[config.mk]
export PLATFORM = sky130hd
export DESIGN_NAME = meter_serial_command_port
export DESIGN_NICKNAME = d
export VERILOG_FILES = /design/src/hw/meter_pkg.sv /design/src/hw/cmd_fifo.sv /design/src/hw/meter_serial_command_port.sv
export SDC_FILE = /design/constraint.sdc
export NUM_CORES = 1
export LEC_CHECK = 0
export BUFFER_PORTS_ARGS = -buffer_cell sky130_fd_sc_hd__buf_4
export CORE_MARGIN = 4
export CORE_UTILIZATION = 50
export CTS_CLUSTER_SIZE = 8
export DETAILED_ROUTE_END_ITERATION = 8
export MAX_ROUTING_LAYER = met4
export PLACE_DENSITY = 0.8
export RECOVER_POWER = 25
export SLEW_MARGIN = 20
export SYNTH_ARGS = -nofsm -noshare
export SYNTH_HDL_FRONTEND = slang
export SYNTH_HIERARCHICAL = 1
export SYNTH_SLANG_ARGS = --single-unit
[constraint.sdc]
create_clock -name clk_sys_i -period 2.95 [get_ports clk_sys_i]
set_input_delay 0 -clock clk_sys_i [delete_from_list [all_inputs] [get_ports clk_sys_i]]
set_output_delay 0 -clock clk_sys_i [all_outputs]
set_load 0.01 [all_outputs]
[src/hw/meter_pkg.sv]
// Constants and types shared by the meter serial command port
package meter_pkg;
	// ****************************************
	// Widths and counts
	// ****************************************
	localparam int unsigned REG_W = 24;
	localparam int unsigned WR_BYTES = 3;
	localparam int unsigned TX_BITS = 32;
	localparam int unsigned FIFO_DEPTH = 8;
	localparam logic [1:0] PULSE_ENABLES = 2'h2;
	localparam logic [4:0] K_ZERO_RATIO = 5'h10;
	// ****************************************
	// Register indices and config fields
	// ****************************************
	localparam logic [4:0] IDX_CONFIG = 5'h00;
	localparam logic [4:0] IDX_STATUS = 5'h0f;
	localparam logic [4:0] IDX_MASK = 5'h1a;
	localparam logic [4:0] IDX_PAGE = 5'h1f;
	localparam int unsigned CFG_K_LSB = 0;
	localparam int unsigned CFG_K_W = 4;
	localparam int unsigned CFG_INV_BIT = 4;
	localparam int unsigned CFG_PULSE_BIT = 5;
	// ****************************************
	// Reset values and transmit pad byte
	// ****************************************
	localparam logic [23:0] CONFIG_RST = 24'h000001;
	localparam logic [23:0] STATUS_RST = 24'h000000;
	localparam logic [23:0] MASK_RST = 24'h000000;
	localparam logic [23:0] PAGE_RST = 24'h000000;
	localparam logic [7:0] TX_PAD = 8'h00;
	// ****************************************
	// Command encodings
	// ****************************************
	localparam logic [7:0] START_MASK = 8'hf7;
	localparam logic [7:0] START_VAL = 8'he0;
	localparam int unsigned START_CONT_BIT = 3;
	localparam logic [7:0] POWER_MASK = 8'hcf;
	localparam logic [7:0] POWER_VAL = 8'h80;
	localparam int unsigned PWR_SEL_LSB = 4;
	localparam logic [7:0] REG_MASK = 8'h81;
	localparam logic [7:0] REG_VAL = 8'h00;
	localparam logic [7:0] SYNC_MASK = 8'hfe;
	localparam logic [7:0] SYNC_VAL = 8'hfe;
	localparam logic [31:0] RESYNC_PATTERN = 32'hfffffffe;
	localparam logic [1:0] PWR_RESET = 2'h0;
	localparam logic [1:0] PWR_SLEEP = 2'h1;
	localparam logic [1:0] PWR_UP = 2'h2;
	localparam logic [1:0] PWR_STANDBY = 2'h3;
	// ****************************************
	// Types
	// ****************************************
	typedef enum logic [2:0] {
		INSTR_SINGLE = 3'b000,
		INSTR_CONT = 3'b001,
		INSTR_RESET = 3'b010,
		INSTR_SLEEP = 3'b011,
		INSTR_POWER_UP = 3'b100,
		INSTR_STANDBY = 3'b101
	} instr_t;
	typedef struct packed {
		instr_t code;
	} instr_word_t;
	typedef struct packed {
		logic top;
		logic write;
		logic [4:0] reg_index;
		logic low;
	} reg_cmd_t;
	typedef enum logic {
		DEC_CMD = 1'b0,
		DEC_WDATA = 1'b1
	} dec_state_t;
endpackage

[src/hw/cmd_fifo.sv]
// Instruction FIFO between the command decoder and the datapath
`timescale 1ns/100ps
module cmd_fifo #(
	parameter int WIDTH = 3,
	parameter int DEPTH = 8
) (
	// Clock and reset
	input wire logic clk_sys_i,
	input wire logic rstn_i,
	// Filling side
	input wire logic in_valid_i,
	output logic in_ready_o,
	input wire logic [WIDTH-1:0] in_data_i,
	// Draining side
	output logic out_valid_o,
	input wire logic out_ready_i,
	output logic [WIDTH-1:0] out_data_o
);
	localparam int AW = (DEPTH > 1) ? $clog2(DEPTH) : 1;
	logic [WIDTH-1:0] mem_q [DEPTH];
	logic [AW-1:0] wr_ptr_q;
	logic [AW-1:0] rd_ptr_q;
	logic [AW:0] count_q;
	wire push = in_valid_i && in_ready_o;
	wire pop = out_valid_o && out_ready_i;
	assign in_ready_o = count_q != (AW+1)'(DEPTH);
	assign out_valid_o = count_q != '0;
	assign out_data_o = mem_q[rd_ptr_q];

	always_ff @(posedge clk_sys_i) begin
		if (push) begin
			mem_q[wr_ptr_q] <= in_data_i;
		end
	end

	always_ff @(posedge clk_sys_i or negedge rstn_i) begin
		if (!rstn_i) begin
			wr_ptr_q <= '0;
			rd_ptr_q <= '0;
			count_q <= '0;
		end else begin
			if (push) begin
				wr_ptr_q <= (wr_ptr_q == AW'(DEPTH-1)) ? '0 : wr_ptr_q + 1'b1;
			end
			if (pop) begin
				rd_ptr_q <= (rd_ptr_q == AW'(DEPTH-1)) ? '0 : rd_ptr_q + 1'b1;
			end
			if (push && !pop) begin
				count_q <= count_q + 1'b1;
			end else if (pop && !push) begin
				count_q <= count_q - 1'b1;
			end
		end
	end
endmodule // cmd_fifo

[src/hw/meter_serial_command_port.sv]
// Serial command port, event pin and clock divider of the meter
`timescale 1ns/100ps
module meter_serial_command_port #(
	parameter int FIFO_DEPTH = meter_pkg::FIFO_DEPTH
) (
	// Clock and reset
	input wire logic clk_sys_i,
	input wire logic rstn_i,
	// Serial link
	input wire logic cs_n_i,
	input wire logic sclk_i,
	input wire logic serial_in_i,
	output logic serial_out_o,
	// Event pin and divided clock
	output logic event_o,
	output logic divided_clock_o,
	// Datapath side
	input wire logic [23:0] status_set_i,
	output logic instr_valid_o,
	input wire logic instr_ready_i,
	output meter_pkg::instr_word_t instr_word_o,
	output logic abort_o,
	output logic sleep_o,
	output logic standby_o
);
	function automatic logic is_reg_cmd(input logic [7:0] b);
		is_reg_cmd = (b & meter_pkg::REG_MASK) == meter_pkg::REG_VAL;
	endfunction

	function automatic meter_pkg::instr_t power_code(input logic [1:0] sel);
		unique case (sel)
			meter_pkg::PWR_RESET: power_code = meter_pkg::INSTR_RESET;
			meter_pkg::PWR_SLEEP: power_code = meter_pkg::INSTR_SLEEP;
			meter_pkg::PWR_UP: power_code = meter_pkg::INSTR_POWER_UP;
			meter_pkg::PWR_STANDBY: power_code = meter_pkg::INSTR_STANDBY;
		endcase
	endfunction

	// ****************************************
	// Serial edges and receive shift
	// ****************************************
	logic sclk_prev_q;
	logic [2:0] bit_cnt_q;
	logic [31:0] rx_hist_q;
	wire sclk_rise = !cs_n_i && sclk_i && !sclk_prev_q;
	wire sclk_fall = !cs_n_i && !sclk_i && sclk_prev_q;
	wire [31:0] rx_next = {rx_hist_q[30:0], serial_in_i};
	wire resync_hit = sclk_rise && (rx_next == meter_pkg::RESYNC_PATTERN);
	wire byte_done = sclk_rise && (bit_cnt_q == 3'h7) && !resync_hit;
	wire [7:0] rx_byte = rx_next[7:0];

	always_ff @(posedge clk_sys_i or negedge rstn_i) begin
		if (!rstn_i) begin
			sclk_prev_q <= 1'b0;
			bit_cnt_q <= 3'h0;
			rx_hist_q <= 32'h00000000;
		end else begin
			sclk_prev_q <= sclk_i;
			if (cs_n_i || resync_hit) begin
				bit_cnt_q <= 3'h0;
			end else if (sclk_rise) begin
				bit_cnt_q <= bit_cnt_q + 3'h1;
			end
			if (sclk_rise) begin
				rx_hist_q <= rx_next;
			end
		end
	end

	// ****************************************
	// Command decode
	// ****************************************
	meter_pkg::dec_state_t dec_q;
	logic [1:0] wr_cnt_q;
	logic [4:0] wr_idx_q;
	logic [15:0] wr_data_q;
	logic sleep_q;
	logic standby_q;
	logic [23:0] config_q;
	logic [23:0] status_q;
	logic [23:0] mask_q;
	logic [23:0] page_q;
	wire meter_pkg::reg_cmd_t cmd = rx_byte;
	wire cmd_is_reg = is_reg_cmd(rx_byte);
	wire cmd_is_sync = (rx_byte & meter_pkg::SYNC_MASK) == meter_pkg::SYNC_VAL;
	wire cmd_is_start = (rx_byte & meter_pkg::START_MASK) == meter_pkg::START_VAL;
	wire cmd_is_power = (rx_byte & meter_pkg::POWER_MASK) == meter_pkg::POWER_VAL;
	wire in_cmd = byte_done && (dec_q == meter_pkg::DEC_CMD);
	wire new_read = in_cmd && cmd_is_reg && !cmd.write;
	wire new_write = in_cmd && cmd_is_reg && cmd.write;
	wire new_instr = in_cmd && !cmd_is_sync && (cmd_is_start || cmd_is_power);
	wire [1:0] pwr_sel = rx_byte[meter_pkg::PWR_SEL_LSB +: 2];
	wire cont_sel = rx_byte[meter_pkg::START_CONT_BIT];
	wire meter_pkg::instr_t new_code = cmd_is_start ?
		(cont_sel ? meter_pkg::INSTR_CONT : meter_pkg::INSTR_SINGLE) :
		power_code(pwr_sel);
	wire powered_down = sleep_q || standby_q;
	wire regs_clr = new_instr && cmd_is_power && ((pwr_sel == meter_pkg::PWR_RESET) ||
		((pwr_sel == meter_pkg::PWR_UP) && powered_down));
	wire wr_commit = byte_done && (dec_q == meter_pkg::DEC_WDATA) &&
		(wr_cnt_q == 2'(meter_pkg::WR_BYTES - 1));
	wire [23:0] wr_word = {wr_data_q, rx_byte};
	wire page_zero = page_q == meter_pkg::PAGE_RST;
	wire wr_config = wr_commit && page_zero && (wr_idx_q == meter_pkg::IDX_CONFIG);
	wire wr_status = wr_commit && page_zero && (wr_idx_q == meter_pkg::IDX_STATUS);
	wire wr_mask = wr_commit && page_zero && (wr_idx_q == meter_pkg::IDX_MASK);
	wire wr_page = wr_commit && (wr_idx_q == meter_pkg::IDX_PAGE);

	always_ff @(posedge clk_sys_i or negedge rstn_i) begin
		if (!rstn_i) begin
			dec_q <= meter_pkg::DEC_CMD;
			wr_cnt_q <= 2'h0;
			wr_idx_q <= 5'h00;
			wr_data_q <= 16'h0000;
		end else if (cs_n_i || resync_hit) begin
			dec_q <= meter_pkg::DEC_CMD;
		end else if (byte_done) begin
			unique case (dec_q)
				meter_pkg::DEC_CMD: begin
					if (new_write) begin
						dec_q <= meter_pkg::DEC_WDATA;
						wr_cnt_q <= 2'h0;
						wr_idx_q <= cmd.reg_index;
					end
				end
				meter_pkg::DEC_WDATA: begin
					wr_data_q <= {wr_data_q[7:0], rx_byte};
					wr_cnt_q <= wr_cnt_q + 2'h1;
					if (wr_commit) begin
						dec_q <= meter_pkg::DEC_CMD;
					end
				end
			endcase
		end
	end

	// ****************************************
	// Registers
	// ****************************************
	wire [23:0] status_clr = wr_status ? wr_word : 24'h000000;
	wire [23:0] status_d = (status_q & ~status_clr) | status_set_i;

	always_ff @(posedge clk_sys_i or negedge rstn_i) begin
		if (!rstn_i) begin
			config_q <= meter_pkg::CONFIG_RST;
			status_q <= meter_pkg::STATUS_RST;
			mask_q <= meter_pkg::MASK_RST;
			page_q <= meter_pkg::PAGE_RST;
		end else if (regs_clr) begin
			config_q <= meter_pkg::CONFIG_RST;
			status_q <= meter_pkg::STATUS_RST;
			mask_q <= meter_pkg::MASK_RST;
			page_q <= meter_pkg::PAGE_RST;
		end else begin
			status_q <= status_d;
			if (wr_config) begin
				config_q <= wr_word;
			end
			if (wr_mask) begin
				mask_q <= wr_word;
			end
			if (wr_page) begin
				page_q <= wr_word;
			end
		end
	end

	// ****************************************
	// Read data and transmit shift
	// ****************************************
	logic [31:0] tx_q;
	logic [5:0] tx_bits_q;
	logic serial_out_q;
	wire [4:0] rd_idx = cmd.reg_index;
	wire [23:0] rd_word = !page_zero ? 24'h000000 :
		(rd_idx == meter_pkg::IDX_CONFIG) ? config_q :
		(rd_idx == meter_pkg::IDX_STATUS) ? status_q :
		(rd_idx == meter_pkg::IDX_MASK) ? mask_q : 24'h000000;
	wire tx_msb = tx_q[31];

	always_ff @(posedge clk_sys_i or negedge rstn_i) begin
		if (!rstn_i) begin
			tx_q <= 32'h00000000;
			tx_bits_q <= 6'h00;
			serial_out_q <= 1'b0;
		end else if (cs_n_i) begin
			tx_bits_q <= 6'h00;
			serial_out_q <= 1'b0;
		end else if (new_read) begin
			tx_q <= {rd_word, meter_pkg::TX_PAD};
			tx_bits_q <= 6'(meter_pkg::TX_BITS);
		end else if (sclk_fall) begin
			if (tx_bits_q != 6'h00) begin
				serial_out_q <= tx_msb;
				tx_q <= {tx_q[30:0], 1'b0};
				tx_bits_q <= tx_bits_q - 6'h01;
			end else begin
				serial_out_q <= 1'b0;
			end
		end
	end

	// ****************************************
	// Instruction hand-off and power state
	// ****************************************
	logic pend_valid_q;
	meter_pkg::instr_word_t pend_q;
	logic fifo_in_ready;
	logic fifo_out_valid;
	logic [$bits(meter_pkg::instr_word_t)-1:0] fifo_out_data;
	logic instr_valid_q;
	meter_pkg::instr_word_t instr_word_q;
	logic abort_q;
	wire fifo_take = fifo_out_valid && (!instr_valid_q || instr_ready_i);

	always_ff @(posedge clk_sys_i or negedge rstn_i) begin
		if (!rstn_i) begin
			pend_valid_q <= 1'b0;
			pend_q <= '{code: meter_pkg::INSTR_SINGLE};
			abort_q <= 1'b0;
		end else begin
			abort_q <= new_instr;
			if (new_instr) begin
				pend_valid_q <= 1'b1;
				pend_q <= '{code: new_code};
			end else if (fifo_in_ready) begin
				pend_valid_q <= 1'b0;
			end
		end
	end

	cmd_fifo #(
		.WIDTH($bits(meter_pkg::instr_word_t)),
		.DEPTH(FIFO_DEPTH)
	) u_fifo (
		.clk_sys_i(clk_sys_i),
		.rstn_i(rstn_i),
		.in_valid_i(pend_valid_q),
		.in_ready_o(fifo_in_ready),
		.in_data_i(pend_q),
		.out_valid_o(fifo_out_valid),
		.out_ready_i(fifo_take),
		.out_data_o(fifo_out_data)
	);

	always_ff @(posedge clk_sys_i or negedge rstn_i) begin
		if (!rstn_i) begin
			instr_valid_q <= 1'b0;
			instr_word_q <= '{code: meter_pkg::INSTR_SINGLE};
		end else if (fifo_take) begin
			instr_valid_q <= 1'b1;
			instr_word_q <= meter_pkg::instr_word_t'(fifo_out_data);
		end else if (instr_ready_i) begin
			instr_valid_q <= 1'b0;
		end
	end

	always_ff @(posedge clk_sys_i or negedge rstn_i) begin
		if (!rstn_i) begin
			sleep_q <= 1'b0;
			standby_q <= 1'b0;
		end else if (new_instr && cmd_is_power) begin
			unique case (pwr_sel)
				meter_pkg::PWR_SLEEP: begin
					sleep_q <= 1'b1;
					standby_q <= 1'b0;
				end
				meter_pkg::PWR_STANDBY: begin
					sleep_q <= 1'b0;
					standby_q <= 1'b1;
				end
				meter_pkg::PWR_RESET, meter_pkg::PWR_UP: begin
					sleep_q <= 1'b0;
					standby_q <= 1'b0;
				end
			endcase
		end
	end

	// ****************************************
	// Clock divider and event pin
	// ****************************************
	logic [4:0] div_cnt_q;
	logic divided_clock_q;
	logic irq_prev_q;
	logic [1:0] pulse_cnt_q;
	logic event_q;
	logic [5:0] plen_q;
	wire [3:0] k_field = config_q[meter_pkg::CFG_K_LSB +: meter_pkg::CFG_K_W];
	wire [4:0] div_ratio = (k_field == 4'h0) ? meter_pkg::K_ZERO_RATIO : {1'b0, k_field};
	wire divided_clock_en = div_cnt_q >= (div_ratio - 5'h01);
	wire cfg_inv = config_q[meter_pkg::CFG_INV_BIT];
	wire cfg_pulse = config_q[meter_pkg::CFG_PULSE_BIT];
	wire irq_any = |(status_q & mask_q);
	wire irq_rise = irq_any && !irq_prev_q;
	wire pulse_on = pulse_cnt_q != 2'h0;
	wire ev_active = cfg_pulse ? pulse_on : irq_any;

	always_ff @(posedge clk_sys_i or negedge rstn_i) begin
		if (!rstn_i) begin
			div_cnt_q <= 5'h00;
			divided_clock_q <= 1'b0;
		end else begin
			div_cnt_q <= divided_clock_en ? 5'h00 : div_cnt_q + 5'h01;
			divided_clock_q <= divided_clock_en;
		end
	end

	always_ff @(posedge clk_sys_i or negedge rstn_i) begin
		if (!rstn_i) begin
			irq_prev_q <= 1'b0;
			pulse_cnt_q <= 2'h0;
			event_q <= 1'b1;
		end else begin
			irq_prev_q <= irq_any;
			if (irq_rise) begin
				pulse_cnt_q <= meter_pkg::PULSE_ENABLES;
			end else if (divided_clock_en && pulse_on) begin
				pulse_cnt_q <= pulse_cnt_q - 2'h1;
			end
			event_q <= ~(ev_active ^ cfg_inv);
		end
	end

	always_ff @(posedge clk_sys_i or negedge rstn_i) begin
		if (!rstn_i) begin
			plen_q <= 6'h00;
		end else if (irq_rise) begin
			plen_q <= 6'h00;
		end else if (pulse_on && plen_q != 6'h3f) begin
			plen_q <= plen_q + 6'h01;
		end
	end

	assign serial_out_o = serial_out_q;
	assign event_o = event_q;
	assign divided_clock_o = divided_clock_q;
	assign instr_valid_o = instr_valid_q;
	assign instr_word_o = instr_word_q;
	assign abort_o = abort_q;
	assign sleep_o = sleep_q;
	assign standby_o = standby_q;

	// ****************************************
	// Assertions
	// ****************************************
	mask_gate_a: assert property (
		@(posedge clk_sys_i) disable iff (!rstn_i)
		!cfg_pulse && !irq_any |=> event_o == !$past(cfg_inv)
	) else $error("event pin active with no masked status");
	level_high_a: assert property (
		@(posedge clk_sys_i) disable iff (!rstn_i)
		!cfg_pulse && cfg_inv && irq_any |=> event_o
	) else $error("active-high level not driven");
	status_clear_a: assert property (
		@(posedge clk_sys_i) disable iff (!rstn_i)
		wr_status && !regs_clr |=> (status_q & $past(wr_word) & ~$past(status_set_i)) == 24'h0
	) else $error("status bit not cleared by write of one");
	pulse_len_a: assert property (
		@(posedge clk_sys_i) disable iff (!rstn_i)
		$fell(pulse_on) |-> plen_q >= {1'b0, div_ratio}
	) else $error("event pulse shorter than divided period");
	msb_first_a: assert property (
		@(posedge clk_sys_i) disable iff (!rstn_i)
		sclk_fall && tx_bits_q != 6'h00 |=> serial_out_o == $past(tx_msb)
	) else $error("read data not shifted msb first");
	cs_idle_a: assert property (
		@(posedge clk_sys_i) disable iff (!rstn_i)
		cs_n_i |=> bit_cnt_q == 3'h0 && dec_q == meter_pkg::DEC_CMD
	) else $error("bit counter not restarted by chip select");
	resync_align_a: assert property (
		@(posedge clk_sys_i) disable iff (!rstn_i)
		resync_hit |=> bit_cnt_q == 3'h0 && dec_q == meter_pkg::DEC_CMD
	) else $error("sync sequence did not realign");
	write_commit_a: assert property (
		@(posedge clk_sys_i) disable iff (!rstn_i)
		wr_config |=> config_q == $past(wr_word)
	) else $error("write data not committed");
	invalid_cmd_a: assert property (
		@(posedge clk_sys_i) disable iff (!rstn_i)
		in_cmd && !cmd_is_reg && !cmd_is_start && !cmd_is_power |=> !abort_o
	) else $error("invalid command caused an action");
	read_keep_a: assert property (
		@(posedge clk_sys_i) disable iff (!rstn_i)
		new_instr && tx_bits_q != 6'h00 |=> tx_bits_q == $past(tx_bits_q)
	) else $error("instruction disturbed read data");
	preempt_a: assert property (
		@(posedge clk_sys_i) disable iff (!rstn_i)
		new_instr |=> abort_o && pend_valid_q
	) else $error("instruction did not abort running command");
endmodule // meter_serial_command_port

==> reports/metrics.csv <==
stage;metric;value;unit
sta;post-route-period-util;96.2;%
power;peakVddDrop;0.000687;V
sta;period_needed;2.84;ns
routing;wl_met2;13.2;mm
die;core_area;21200;um2
grt;grt_max_degree;116;
sta;fmax;353;MHz
synth;synth_ff_type;dfrtp_1;
synth;synth_edf_count;24;
final_layout;final_cell_mix;dfrtp_1 (215), nand2_1 (171), mux2i_1 (76);
place;dpl.hpwl;17.3;mm
routing;first_pass_iters;7;
die;die_h;155;um
grt;grt_usage;23.8;%
place;place_area;11500;um2
die;io_pins;40;
grt;globalRoute.totalOverflow;0;
synth;synth_nets;1032;
sta;finalHoldViolations;0;
routing;wl_met3;2.38;mm
setup_path;worstPathArrival;3.21;ns
setup_path;cp-end-kind;flop;
cts;htreeDepth;2;
flow_run;cap_violations;1;
synth;ys_types;63;
routing;route.detailed.drc;0;
synth;ys_ff_latch;241;
routing;drt_first_iter_violations;915;
routing;routed_wirelength;27.3;mm
synth;yosys.area_share.adder;2.60;%
final_layout;area_growth;18.6;%
min_path;hp-class;in2reg;
cts;cts_tree;yes;
final_layout;diodes;0;
power;powerDensity;612;nW/um2
sta;slew_headroom;-69.6;%
cts;cts.sinks;241;
setup_path;cp-start-kind;flop;
synth;muxShareOfSynthArea;11.1;%
synth;synth_area;10900;um2
routing;ant_nets;0;
grt;grt_pass1_wl;45.0;mm
setup_path;crit_type;reg2reg;
cts;insertion_delay;0.53;ns
setup_path;critPathMaxFanout;6;
sta;report.final.slew_viol_count;110;
status;violations;capacitance limit, slew limit;
final_layout;layout-drive-gt1-share;14.6;%
final_layout;final_area;12900;um2
grt;grt_pass1_vias;8477;
synth;synthSimpleGateAreaFrac;13.5;%
die;start_util;51.2;%
synth;synth-compound-area-share;11.0;%
cts;numCtsBuffers;36;
grt;antenna_found_initial;0;
routing;wl_per_cell;20.2;um
routing;met1_length;10.7;mm
synth;synth_xor_area_share;1.13;%
synth;synth_top_family_by_area;simple AND/OR/NAND/NOR gates;
sta;finalSetupViolCount;0;
sta;skew;0.0280;ns
place;io_buffers;39;
sta;max_slew.worst_pin.slew;2.54;ns
synth;synth_area_per_cell;11.1;um2
synth;yosysWarnings;6;
cts;path_clk_slew;0.05;ns
die;die_w;155;um
final_layout;mostFrequentLayoutCell;dfrtp_1;
synth;syn_inst;980;
place;dpl.cell_count;1264;
setup_path;crit_required;3.32;ns
synth;yosysSeqAreaShare;56.6;%
setup_path;ff2ff_setup_slack;0.11;ns
die;die_area;24200;um2
routing;via_count;8296;
synth;ys_async_sr_fraction;90.0;%
cts;clock_path_buffers;3;
status;status;finished with violations;
final_layout;final_nets;1110;
cts;root_buffer;clkbuf_16;
die;rows;53;
routing;highest_layer;met4;
place;gp_congestion;0.871;
power;leakage;0.00569;uW
routing;avgViaCountPerCell;6.16;
final_layout;instances_no_fill;1347;
==> final timing paths <==
check	to	startpoint	depth (start not counted)
setup / recovery	u_fifo/count_q[3]$_DFFE_PN0P_	u_fifo/count_q[2]$_DFFE_PN0P_	10
hold / removal	sclk_prev_q$_DFF_PN0_	sclk_i	2
setup reg to reg	u_fifo/count_q[3]$_DFFE_PN0P_	u_fifo/count_q[2]$_DFFE_PN0P_	10
hold reg to reg	wr_cnt_q[0]$_DFFE_PN0P_	wr_cnt_q[0]$_DFFE_PN0P_	1
max in group asynchronous	rx_hist_q[12]$_DFFE_PN0P_	rstn_i	2
min in group asynchronous	pend_q[1]$_DFFE_PN0P_	rstn_i	2
==> repair_timing <==
item | in CTS | in global routing
gates resized for setup | 1 | 3
endpoints found under the hold margin | 146 | 0
setup endpoints to repair | 1 | 1
pin swaps | 1 | 1
buffers inserted | 1 | 1
hold buffers | 29 | 0
==> registers in the layout (all words and copies together) (netlist names), 3 cells and up <==
name and flops:
mask_q 24, wr_idx_q 5, u_fifo/rd_ptr_q 3, config_q 24, wr_data_q 16, instr_word_o 3
tx_q 24, pend_q 3, u_fifo/wr_ptr_q 3, tx_bits_q 6, page_q 24, bit_cnt_q 3
u_fifo/count_q 4, u_fifo/mem_q 24, rx_hist_q 31, div_cnt_q 5, status_q 24
==> area by class of cell <==
class	instances	area, um2
Sequential cell	241	6150
Clock inverter	5	111
Clock buffer	47	942
Fill cell	1653	8330
Multi-Input combinational cell	638	4350
Timing Repair Buffer	96	825
Inverter	45	169
Tap cell	275	344
==> Yosys cell counts (14+ instances only) <==
library cell / number / area [um2]
dfrtp_1: 215 / 5380
nand2_1: 172 / 646
mux2i_1: 76 / 761
inv_1: 44 / 165
o21ai_0: 40 / 200
clkbuf_1: 36 / 135
nand3_1: 35 / 175
o21ai_1: 28 / 140
a31oi_1: 26 / 163
a222oi_1: 24 / 240
edfxtp_1: 24 / 721
o22ai_1: 24 / 150
nor2_1: 22 / 82.6
ha_1: 21 / 263
nor3_1: 17 / 85.1
mux2_2: 16 / 180
a22oi_1: 14 / 105
==> cells by family after synthesis <==
family	after synthesis
xor+xnor	14
flops	241
buf+inv	101
mux	109
compound gates	181
simple gates	312
fa+ha+maj	22
==> power breakdown <==
group / internal [uW] / switching, uW / leakage, uW
Combinational: 223 / 352 / 0.00216
Sequential: 3430 / 110 / 0.00303
Clock: 2330 / 1450 / 0.000504
Total: 5980 / 1910 / 0.00569
==> per-layer routing <==
metal / up-vias / track usage [%]
li1: 3706 / -
met1: 4078 / 30.9
met2: 416 / 37.2
met3: 96 / 4.84
met4: 0 / 9.46
met5: - / -
==> critical path: stages (launching register included) <==
cell and delay, ns:
dfrtp_1 0.47, or4_2 0.60, nand2_2 0.09, inv_1 0.08, o41ai_4 0.10, ha_2 0.29, inv_2 0.07, ha_4 0.24
or4_1 0.50, o211ai_1 0.13, o211ai_1 0.13
==> per-stage QoR <==
stage / TNS (ns) / utilization, % / total power (uW) / worst slack, ns / hold WS (ns)
after floorplan: 0 / - / 3870 / 0.00334 / -0.296
after global placement: 0 / 54.3 / 4110 / 0.0457 / 0.112
after detailed placement: -0.0343 / 54.3 / 4130 / -0.0343 / 0.121
after CTS: 0 / 60.7 / 7950 / 0.0392 / 0.170
after global routing: -0.0489 / 60.7 / 8160 / -0.0489 / 0.257
final: 0 / 60.7 / 7890 / 0.113 / 0.221
(Power assumes the default switching activity.)
